==> src/verilog/pmp_cfg.svh <==
`ifndef PMP_CFG_SVH
`define PMP_CFG_SVH

// register offsets on the plain register port
`define PMP_OFS_CONH   12'hF50
`define PMP_OFS_CONL   12'hF51
`define PMP_OFS_MODEH  12'hF52
`define PMP_OFS_MODEL  12'hF53
`define PMP_OFS_ADRL   12'hF54
`define PMP_OFS_ADRH   12'hF55
`define PMP_OFS_ENL    12'hF56
`define PMP_OFS_ENH    12'hF57
`define PMP_OFS_DATL   12'hF58
`define PMP_OFS_DATH   12'hF59
`define PMP_OFS_STAT   12'hF5A
`define PMP_OFS_MASK   12'hF5B
`define PMP_OFS_PIE    12'hF9D
`define PMP_REG_RST    8'h00

// control high fields
`define PMP_ON         7
`define PMP_MUX_HI     4
`define PMP_MUX_LO     3
`define PMP_BEEN       2
`define PMP_WREN       1
`define PMP_RDEN       0
// control low fields: polarity (1 = active high) and chip select function
`define PMP_POL_RD     0
`define PMP_POL_WR     1
`define PMP_POL_BE     2
`define PMP_POL_AL     3
`define PMP_POL_CS1    4
`define PMP_POL_CS2    5
`define PMP_CSF1       6
`define PMP_CSF2       7
// mode high fields
`define PMP_MODE_HI    1
`define PMP_MODE_LO    0
`define PMP_WIDE       2
`define PMP_INC_HI     4
`define PMP_INC_LO     3
// mode low fields: wait counts
`define PMP_WB_HI      7
`define PMP_WB_LO      6
`define PMP_WM_HI      5
`define PMP_WM_LO      2
`define PMP_WE_HI      1
`define PMP_WE_LO      0
// status, mask, irq enable
`define PMP_DONE       0
`define PMP_BUSY       7
`define PMP_PIE_PORT   7

// encodings
`define PMP_MODE_M2    2'b10
`define PMP_MODE_M1    2'b11
`define PMP_MUX_DEMUX  2'b00
`define PMP_MUX_PART   2'b01
`define PMP_MUX_FULL   2'b10
`define PMP_INC_UP     2'b01
`define PMP_INC_DN     2'b10

// pin vector layout
`define PMP_NPIN       27
`define PMP_PIN_ALL    0
`define PMP_PIN_ALH    1
`define PMP_PIN_CS1    14
`define PMP_PIN_CS2    15
`define PMP_PIN_RD     16
`define PMP_PIN_WR     17
`define PMP_PIN_BE     18
`define PMP_PIN_DAT    19

`endif

==> src/verilog/pmp_pkg.sv <==
package pmp_pkg;

  // transfer sequencer states, one-hot
  typedef enum logic [5:0] {
    ST_IDLE = 6'h01,
    ST_ALL  = 6'h02,
    ST_ALH  = 6'h04,
    ST_BEG  = 6'h08,
    ST_MID  = 6'h10,
    ST_END  = 6'h20
  } pmp_state_type;

endpackage

==> src/verilog/pmp_if.sv <==
`timescale 1ns/1ps
// pin function values from the sequencer to the pad stage
interface pmp_if #(
  parameter int N = 27
);
  logic [N-1:0] fn_en;
  logic [N-1:0] fn_val;
  logic [N-1:0] fn_oe;
  modport core (output fn_en, output fn_val, output fn_oe);
  modport pad  (input fn_en, input fn_val, input fn_oe);
endinterface

==> src/verilog/pmp_pad.sv <==
`timescale 1ns/1ps
// registered pin mux: port function or general I/O per pin
module pmp_pad #(
  parameter int N = 27
) (
  input  wire logic         clk,
  input  wire logic         rst_n,
  pmp_if.pad                fn,
  input  wire logic [N-1:0] gpio_o,
  input  wire logic [N-1:0] gpio_oe,
  output logic      [N-1:0] pin_o,
  output logic      [N-1:0] pin_oe
);

  // one flop pair per pin
  for (genvar i = 0; i < N; i++)
  begin : g_pin
    always_ff @(posedge clk or negedge rst_n)
    begin
      if (!rst_n)
      begin
        pin_o[i]  <= 1'b0;
        pin_oe[i] <= 1'b0;
      end
      else
      begin
        pin_o[i]  <= fn.fn_en[i] ? fn.fn_val[i] : gpio_o[i];
        pin_oe[i] <= fn.fn_en[i] ? fn.fn_oe[i] : gpio_oe[i];
      end
    end
  end

endmodule

==> src/verilog/pmp_master.sv <==
// Decided for this implementation: the plain strobed port.
`timescale 1ns/1ps
`include "pmp_cfg.svh"
module pmp_master
  import pmp_pkg::*;
#(
  parameter int AW = 16,
  parameter int DW = 8
) (
  input  wire logic                 clk,
  input  wire logic                 rst_n,
  input  wire logic [11:0]          reg_addr,
  input  wire logic [7:0]           reg_wdata,
  input  wire logic                 reg_wr,
  input  wire logic                 reg_rd,
  output logic      [7:0]           reg_rdata,
  output logic                      irq,
  output logic      [AW-1:0]        address_pins_o,
  output logic      [AW-1:0]        address_pins_oe,
  output logic                      read_strobe_o,
  output logic                      read_strobe_oe,
  output logic                      write_strobe_o,
  output logic                      write_strobe_oe,
  output logic                      byte_enable_strobe_o,
  output logic                      byte_enable_strobe_oe,
  output logic      [DW-1:0]        port_data_pins_o,
  output logic      [DW-1:0]        port_data_pins_oe,
  input  wire logic [DW-1:0]        port_data_pins_i,
  input  wire logic [`PMP_NPIN-1:0] gpio_o,
  input  wire logic [`PMP_NPIN-1:0] gpio_oe
);

  logic [7:0]          conh_q;
  logic [7:0]          conl_q;
  logic [7:0]          modeh_q;
  logic [7:0]          model_q;
  logic [15:0]         addr_q;
  logic [7:0]          enl_q;
  logic [7:0]          enh_q;
  logic [7:0]          pie_q;
  logic [15:0]         dout_q;
  logic [15:0]         din_q;
  logic                done_q;
  logic                msk_q;
  logic [7:0]          rdata_q;
  logic                irq_q;
  pmp_state_type       st_q;
  logic [3:0]          cnt_q;
  logic                hi_q;
  logic                rd_q;
  logic                master;
  logic                start_wr;
  logic                start_rd;
  logic                fin;
  logic [1:0]          mode;
  logic [1:0]          mux;
  logic [15:0]         pin_en;
  logic [7:0]          hi_addr;
  logic [`PMP_NPIN-1:0] pin_o;
  logic [`PMP_NPIN-1:0] pin_oe;

  pmp_if #(.N(`PMP_NPIN)) fn_bus ();

  assign mode = modeh_q[`PMP_MODE_HI:`PMP_MODE_LO];
  assign mux  = conh_q[`PMP_MUX_HI:`PMP_MUX_LO];

  // master operation qualifier
  assign master = conh_q[`PMP_ON]
                  && (mode == `PMP_MODE_M1 || mode == `PMP_MODE_M2);
  assign start_wr = reg_wr && reg_addr == `PMP_OFS_DATL && master && st_q == ST_IDLE;
  assign start_rd = reg_rd && reg_addr == `PMP_OFS_DATL && master && st_q == ST_IDLE;
  // last cycle of the last byte
  assign fin = st_q == ST_END && cnt_q == 4'h0
               && !(modeh_q[`PMP_WIDE] && !hi_q);
  assign pin_en = {enh_q, enl_q};

  // configuration registers
  always_ff @(posedge clk or negedge rst_n)
  begin
    if (!rst_n)
    begin
      conh_q  <= `PMP_REG_RST;
      conl_q  <= `PMP_REG_RST;
      modeh_q <= `PMP_REG_RST;
      model_q <= `PMP_REG_RST;
      enl_q   <= `PMP_REG_RST;
      enh_q   <= `PMP_REG_RST;
      pie_q   <= `PMP_REG_RST;
      msk_q   <= 1'b0;
    end
    else if (reg_wr)
    begin
      unique case (reg_addr)
        `PMP_OFS_CONH:  conh_q  <= reg_wdata;
        `PMP_OFS_CONL:  conl_q  <= reg_wdata;
        `PMP_OFS_MODEH: modeh_q <= reg_wdata;
        `PMP_OFS_MODEL: model_q <= reg_wdata;
        `PMP_OFS_ENL:   enl_q   <= reg_wdata;
        `PMP_OFS_ENH:   enh_q   <= reg_wdata;
        `PMP_OFS_PIE:   pie_q   <= reg_wdata;
        `PMP_OFS_MASK:  msk_q   <= reg_wdata[`PMP_DONE];
        default:        ;
      endcase
    end
  end

  // write data buffer
  always_ff @(posedge clk or negedge rst_n)
  begin
    if (!rst_n)
      dout_q <= 16'h0000;
    else if (reg_wr && reg_addr == `PMP_OFS_DATH)
      dout_q[15:8] <= reg_wdata;
    else if (reg_wr && reg_addr == `PMP_OFS_DATL && st_q == ST_IDLE)
      dout_q[7:0] <= reg_wdata;
  end

  // address register: software writes, auto step after each access
  always_ff @(posedge clk or negedge rst_n)
  begin
    if (!rst_n)
      addr_q <= 16'h0000;
    else if (reg_wr && reg_addr == `PMP_OFS_ADRL)
      addr_q[7:0] <= reg_wdata;
    else if (reg_wr && reg_addr == `PMP_OFS_ADRH)
      addr_q[15:8] <= reg_wdata;
    else if (fin && modeh_q[`PMP_INC_HI:`PMP_INC_LO] == `PMP_INC_UP)
      addr_q <= addr_q + 16'h0001;
    else if (fin && modeh_q[`PMP_INC_HI:`PMP_INC_LO] == `PMP_INC_DN)
      addr_q <= addr_q - 16'h0001;
  end

  // transfer sequencer
  always_ff @(posedge clk or negedge rst_n)
  begin
    if (!rst_n)
    begin
      st_q  <= ST_IDLE;
      cnt_q <= 4'h0;
      hi_q  <= 1'b0;
      rd_q  <= 1'b0;
    end
    else if (!master)
    begin
      st_q <= ST_IDLE;
      hi_q <= 1'b0;
    end
    else
    begin
      unique case (st_q)
        ST_IDLE:
        begin
          hi_q <= 1'b0;
          if (start_wr || start_rd)
          begin
            rd_q  <= start_rd;
            cnt_q <= {2'b00, model_q[`PMP_WB_HI:`PMP_WB_LO]};
            st_q  <= (mux == `PMP_MUX_DEMUX) ? ST_BEG : ST_ALL;
          end
        end
        ST_ALL:
          st_q <= (mux == `PMP_MUX_FULL) ? ST_ALH : ST_BEG;
        ST_ALH:
          st_q <= ST_BEG;
        ST_BEG:
        begin
          if (cnt_q == 4'h0)
          begin
            cnt_q <= model_q[`PMP_WM_HI:`PMP_WM_LO];
            st_q  <= ST_MID;
          end
          else
            cnt_q <= cnt_q - 4'h1;
        end
        ST_MID:
        begin
          if (cnt_q == 4'h0)
          begin
            cnt_q <= {2'b00, model_q[`PMP_WE_HI:`PMP_WE_LO]};
            st_q  <= ST_END;
          end
          else
            cnt_q <= cnt_q - 4'h1;
        end
        ST_END:
        begin
          if (cnt_q != 4'h0)
            cnt_q <= cnt_q - 4'h1;
          else if (modeh_q[`PMP_WIDE] && !hi_q)
          begin
            hi_q  <= 1'b1;
            cnt_q <= {2'b00, model_q[`PMP_WB_HI:`PMP_WB_LO]};
            st_q  <= ST_BEG;
          end
          else
            st_q <= ST_IDLE;
        end
      endcase
    end
  end

  // read data capture at the close of each byte
  always_ff @(posedge clk or negedge rst_n)
  begin
    if (!rst_n)
      din_q <= 16'h0000;
    else if (st_q == ST_END && cnt_q == 4'h0 && rd_q)
    begin
      if (hi_q)
        din_q[15:8] <= port_data_pins_i;
      else
        din_q[7:0] <= port_data_pins_i;
    end
  end

  // completion flag: set beats a write-one clear
  always_ff @(posedge clk or negedge rst_n)
  begin
    if (!rst_n)
      done_q <= 1'b0;
    else if (fin)
      done_q <= 1'b1;
    else if (reg_wr && reg_addr == `PMP_OFS_STAT && reg_wdata[`PMP_DONE])
      done_q <= 1'b0;
  end

  // level interrupt, gated by mask and port irq enable
  always_ff @(posedge clk or negedge rst_n)
  begin
    if (!rst_n)
      irq_q <= 1'b0;
    else
      irq_q <= done_q && msk_q && pie_q[`PMP_PIE_PORT];
  end

  // register read port, data one cycle later
  always_ff @(posedge clk or negedge rst_n)
  begin
    if (!rst_n)
      rdata_q <= 8'h00;
    else if (reg_rd)
    begin
      unique case (reg_addr)
        `PMP_OFS_CONH:  rdata_q <= conh_q;
        `PMP_OFS_CONL:  rdata_q <= conl_q;
        `PMP_OFS_MODEH: rdata_q <= modeh_q;
        `PMP_OFS_MODEL: rdata_q <= model_q;
        `PMP_OFS_ADRL:  rdata_q <= addr_q[7:0];
        `PMP_OFS_ADRH:  rdata_q <= addr_q[15:8];
        `PMP_OFS_ENL:   rdata_q <= enl_q;
        `PMP_OFS_ENH:   rdata_q <= enh_q;
        `PMP_OFS_PIE:   rdata_q <= pie_q;
        `PMP_OFS_DATL:  rdata_q <= din_q[7:0];
        `PMP_OFS_DATH:  rdata_q <= din_q[15:8];
        `PMP_OFS_STAT:  rdata_q <= {st_q != ST_IDLE, 6'h00, done_q};
        `PMP_OFS_MASK:  rdata_q <= {7'h00, msk_q};
        default:        rdata_q <= 8'h00;
      endcase
    end
  end

  // high address byte with chip select bits forced low
  always_comb
  begin
    hi_addr = addr_q[15:8];
    if (conl_q[`PMP_CSF1])
      hi_addr[`PMP_PIN_CS1 - 8] = 1'b0;
    if (conl_q[`PMP_CSF2])
      hi_addr[`PMP_PIN_CS2 - 8] = 1'b0;
  end

  // pin function values, enables and drive for the pad stage
  always_comb
  begin
    logic act;
    logic strb;
    logic byte_ph;
    act     = st_q != ST_IDLE;
    strb    = st_q == ST_MID;
    byte_ph = st_q == ST_BEG || strb || st_q == ST_END;
    fn_bus.fn_oe  = '1;
    fn_bus.fn_val = '0;
    fn_bus.fn_en  = '0;
    // address pins and their enables
    fn_bus.fn_val[15:0] = addr_q;
    fn_bus.fn_en[15:0]  = master ? pin_en : 16'h0000;
    if (mux != `PMP_MUX_DEMUX)
      fn_bus.fn_val[`PMP_PIN_ALL] =
        conl_q[`PMP_POL_AL] ~^ (st_q == ST_ALL);
    if (mux == `PMP_MUX_FULL)
      fn_bus.fn_val[`PMP_PIN_ALH] =
        conl_q[`PMP_POL_AL] ~^ (st_q == ST_ALH);
    if (conl_q[`PMP_CSF1])
      fn_bus.fn_val[`PMP_PIN_CS1] = conl_q[`PMP_POL_CS1] ~^ act;
    if (conl_q[`PMP_CSF2])
      fn_bus.fn_val[`PMP_PIN_CS2] = conl_q[`PMP_POL_CS2] ~^ act;
    // read and write pins per master mode
    if (mode == `PMP_MODE_M1)
    begin
      fn_bus.fn_val[`PMP_PIN_RD] = conl_q[`PMP_POL_RD] ~^ (act && rd_q);
      fn_bus.fn_val[`PMP_PIN_WR] = conl_q[`PMP_POL_WR] ~^ strb;
    end
    else
    begin
      fn_bus.fn_val[`PMP_PIN_RD] = conl_q[`PMP_POL_RD] ~^ (strb && rd_q);
      fn_bus.fn_val[`PMP_PIN_WR] = conl_q[`PMP_POL_WR] ~^ (strb && !rd_q);
    end
    fn_bus.fn_val[`PMP_PIN_BE] =
      conl_q[`PMP_POL_BE] ~^ (byte_ph && hi_q);
    fn_bus.fn_en[`PMP_PIN_RD] = master && conh_q[`PMP_RDEN];
    fn_bus.fn_en[`PMP_PIN_WR] = master && conh_q[`PMP_WREN];
    fn_bus.fn_en[`PMP_PIN_BE] = master && conh_q[`PMP_BEEN];
    // data pins: address phases, write bytes, released for reads
    fn_bus.fn_en[`PMP_PIN_DAT +: 8] = master ? 8'hFF : 8'h00;
    if (st_q == ST_ALL)
      fn_bus.fn_val[`PMP_PIN_DAT +: 8] = addr_q[7:0];
    else if (st_q == ST_ALH)
      fn_bus.fn_val[`PMP_PIN_DAT +: 8] = hi_addr;
    else
      fn_bus.fn_val[`PMP_PIN_DAT +: 8] = hi_q ? dout_q[15:8] : dout_q[7:0];
    if (!(st_q == ST_ALL || st_q == ST_ALH || (byte_ph && !rd_q)))
      fn_bus.fn_oe[`PMP_PIN_DAT +: 8] = 8'h00;
  end

  pmp_pad #(.N(`PMP_NPIN)) u_pad (
    .clk     (clk),
    .rst_n   (rst_n),
    .fn      (fn_bus.pad),
    .gpio_o  (gpio_o),
    .gpio_oe (gpio_oe),
    .pin_o   (pin_o),
    .pin_oe  (pin_oe)
  );

  // pin slices from the pad flops
  assign address_pins_o        = pin_o[AW-1:0];
  assign address_pins_oe       = pin_oe[AW-1:0];
  assign read_strobe_o         = pin_o[`PMP_PIN_RD];
  assign read_strobe_oe        = pin_oe[`PMP_PIN_RD];
  assign write_strobe_o        = pin_o[`PMP_PIN_WR];
  assign write_strobe_oe       = pin_oe[`PMP_PIN_WR];
  assign byte_enable_strobe_o  = pin_o[`PMP_PIN_BE];
  assign byte_enable_strobe_oe = pin_oe[`PMP_PIN_BE];
  assign port_data_pins_o      = pin_o[`PMP_PIN_DAT +: DW];
  assign port_data_pins_oe     = pin_oe[`PMP_PIN_DAT +: DW];
  assign reg_rdata             = rdata_q;
  assign irq                   = irq_q;

endmodule

==> config.mk <==
export PLATFORM = sky130hd
export DESIGN_NAME = pmp_master
export DESIGN_NICKNAME = d
export VERILOG_FILES = /design/src/verilog/pmp_pkg.sv /design/src/verilog/pmp_if.sv /design/src/verilog/pmp_pad.sv /design/src/verilog/pmp_master.sv
export VERILOG_INCLUDE_DIRS = /design/src /design/src/verilog
export SDC_FILE = /design/constraint.sdc
export NUM_CORES = 1
export LEC_CHECK = 0
export ABC_AREA = 1
export BUFFER_PORTS_ARGS = -buffer_cell sky130_fd_sc_hd__buf_2
export CAP_MARGIN = 20
export CORE_ASPECT_RATIO = 0.9
export CORE_UTILIZATION = 62
export DETAILED_ROUTE_END_ITERATION = 6
export PLACE_DENSITY = 0.95
export SLEW_MARGIN = 20
export SYNTH_ARGS = -nofsm -noshare
export SYNTH_HDL_FRONTEND = slang
export SYNTH_HIERARCHICAL = 1
export SYNTH_SLANG_ARGS = --single-unit
==> constraint.sdc <==
create_clock -name clk -period 6.6 [get_ports clk]
set_input_delay 0.99 -clock clk [delete_from_list [all_inputs] [get_ports clk]]
set_output_delay 0.99 -clock clk [all_outputs]
set_load 0.1 [all_outputs]
==> impl_results.md <==
- Outcome: finished, final reports clean
- CTS clk-pin slew, worst paths: around 0.070 ns
- CTS Hold Buffers Added: 0
- Synth-to-layout area growth: 14.48%
- Initial drt markers: ~1,300
- Gpl congestion: a little under 1
- Largest net degree at the start of global routing: approximately 90
- Num ports: roughly 150
- Vias/cell: just under 6
- Inserted Diodes: 0
- Final period util: approximately 53%
- Worst hold margin: approximately 0.49 ns
- R2R Path Start: hi_q
- Clk_skew: 0.01153 ns
- DR vias: 9,998
- Setup Fix Bufs, Post-CTS: 0
- Asr flop ratio synth: 100.0%
- Vias in the first global route: 9,155
- EDFF count, synth: 0
- Worst-Skew Late Latency: between 0.4 and 0.5 ns
- Syn Area/Cell: roughly 7.5 um^2
- Final instance area: 11,680 um^2
- Synthesis Warnings: 6
- Num CTS Buffers: 17
- Cell Area, Synth: 10,200 um^2
- CTS Buffer Depth: 2
- # clock sinks: 181
- Primary FF master, synth: dfrtp_1
- Final hold vios: 0
- Worst setup path start: hi_q
- DP Area: 11,090 um^2
- WL per Instance: about 17 um
- CTS HTree Levels: 4
- Fraction of power spent switching nets: between 20 and 30%
- Slew Limit Fails: 0
- Psw: 677.9 uW
- Yosys reg bits: around 180
- Post-synthesis sequential area ratio: 44.41%
- Filler cells: ~1,200
- Layout cells sized above 1: 16.92%
- Critical Path RT: just under 7 ns
- Total Die Area: roughly 17,000 um^2
- CTS root buf: clkbuf_16
- Fmax: roughly 0.28 GHz
- Max-Cap Viols: 0
- TritonCTS clock tree: yes
- Power Density: around 210 nW/um^2
- Area leader, netlist: dfrtp_1
- Sequential Power Share: a little under half
- NumNets Final: ~1,600
- GR Overflow Total: 0
- Internal power: around 1.8 mW
- Cell variety after synth: 47
- Width of the die: 137.2 um
- GRT Resource Usage Total: a little over a third
- Slew HR: ~36%
- Synth top cells by count: nand2_1, dfrtp_1, inv_1
- P_leak: 6.062 nW
- Synth area leaders: dfrtp_1, nand2_1, inv_1
- Cells after synthesis: around 1,400
- Initial Util: between 60% and 70%
- Crit start category: register
- R2R cell count: 15
- Core Region: about 16,000 um^2
- Global-route wire length before repair: 45,330 um
- Drt pass-1 iters: 6
- Slew @ Worst Pin: 0.9522 ns
- Tmin final: about 3.5 ns
- Die H: about 120 um
- Peak supply drop: a little over 200 uV
- Combinational Power Share: ~11%
- Setup TNS: 0 ns
- Worst Hold Class: register to register
- Hpwl dp: around 20,000 um
- Hold path cells: 2
- IO buf count: about 150
- Post-CTS sizing: 0
- DRT Wirelength: ~29,000 um
- Tot Pwr: around 2.4 mW
- Setup violators final: 0
- Clock share of power: a little over two fifths
- Top-area cell type share of the netlist area: between 40% and 50%
- Unrepaired setup endpoints after global routing: no
- Count leader, synth: nand2_1
- Rows: 44
- ANT nets after route: 0
- Drt drc: 0
- Min-delay src: reg_rdata[5]
- Crit Path Category: register to register
- Antenna violations before repair: 0
- CP Data Arrival Time: about 3.9 ns
- Critical Path Fanout Max: 20
- Crit. End Element: register
## cell usage in the layout, fill, tap and decap left out, types with 2 or more instances in the layout
cell type and count:
nand2_2 11, o211ai_1 17, nand4_2 6, nand3_2 4
nor2_2 13, conb_1 19, nor2_1 78, a21oi_1 23
nand2_1 484, clkinv_2 4, inv_6 3, nor2_4 10
nand3_4 2, nand3_1 42, nand3b_1 2, buf_4 6
clkbuf_16 17, bufinv_16 2, or2_2 3, nand4_1 77
a21oi_2 2, nor3_1 12, inv_2 10, dfrtp_1 180
nand2_4 2, inv_1 158, clkbuf_8 3, buf_2 147
nor2_8 3, a31oi_1 2, xor2_1 10, o22ai_1 6
o21ai_0 94, o21ai_1 30, nand4_4 3, ha_1 18
## metrics by stage
stage,instances,utilization (%),worst slack (ns)
3_3_place_gp,1695,68.76,3.215
3_5_place_dp,1695,68.76,3.144
4_1_cts,1726,72.41,3.168
5_1_grt,1726,72.41,2.727
6_report,1726,72.41,3.076
2_1_floorplan,1377,-,3.845
## sequential cells by signal (all words and copies together), names as in the netlist, 16 cells and up
name	cells
addr_q	16
din_q	16
dout_q	16
u_pad/pin_o	27
u_pad/pin_oe	27
## path summary, 6_finish.rpt
check / end / slack, ns
setup / recovery: addr_q[14] / 3.08
hold / removal: reg_rdata[5] / 0.49
setup reg to reg: addr_q[14] / 3.08
hold reg to reg: reg_rdata[5] / 0.49
max in group asynchronous: din_q[10] / 4.83
min in group asynchronous: u_pad/pin_o[2] / 0.62
## routing by layer
layer	wire (um)	track usage, %	vias up
met3	3307	8.506	115
met4	1130	16.55	0
li1	-	-	4655
met1	11410	47.55	4633
met2	12680	54.96	595
met5	0	0	-
## critical path, stage by stage, from the launching register on
cell	delay, ns
dfrtp_1	0.54
inv_1	0.25
nand2_1	0.16
inv_1	0.05
nor2_1	0.09
nand3_1	0.71
ha_1	0.68
nand2_1	0.11
nor2_1	0.18
nand2_1	0.07
nand3_1	0.14
nand3_1	0.13
nand3_1	0.10
nand3_1	0.08
nand2_1	0.08
nand2_1	0.05
## final cells by class
type,instances,area (um^2),share of cell area (%)
multi-input cells,985,4878,41.77
clock buffers,20,466.7,3.996
clock inverters,11,122.6,1.050
inverters,168,630.6,5.399
flip-flops and latches,181,4531,38.79
repair buffers,154,792.0,6.781
well taps,207,259.0,2.217
## logic make-up after synthesis
family / count (synthesis) / share of synthesized area (%)
fa+ha+maj: 19 / 2.404
other cells: 1 / 0.03676
buf+inv: 211 / 8.438
xor+xnor: 11 / 0.9443
simple gates: 754 / 34.02
compound gates: 182 / 9.750
flops: 181 / 44.41
## power by group through the flow
| stage | combinational (mW) | sequential (mW) | clock [mW] |
|---|---|---|---|
| floorplan | 0.0562 | 1.28 | 0 |
| global placement | 0.266 | 1.16 | 0 |
| detailed placement | 0.270 | 1.16 | 0 |
| CTS | 0.271 | 1.14 | 1.02 |
| global route | 0.287 | 1.14 | 1.08 |
| finish | 0.272 | 1.14 | 1.03 |
Power figures use the tool's default switching activity.
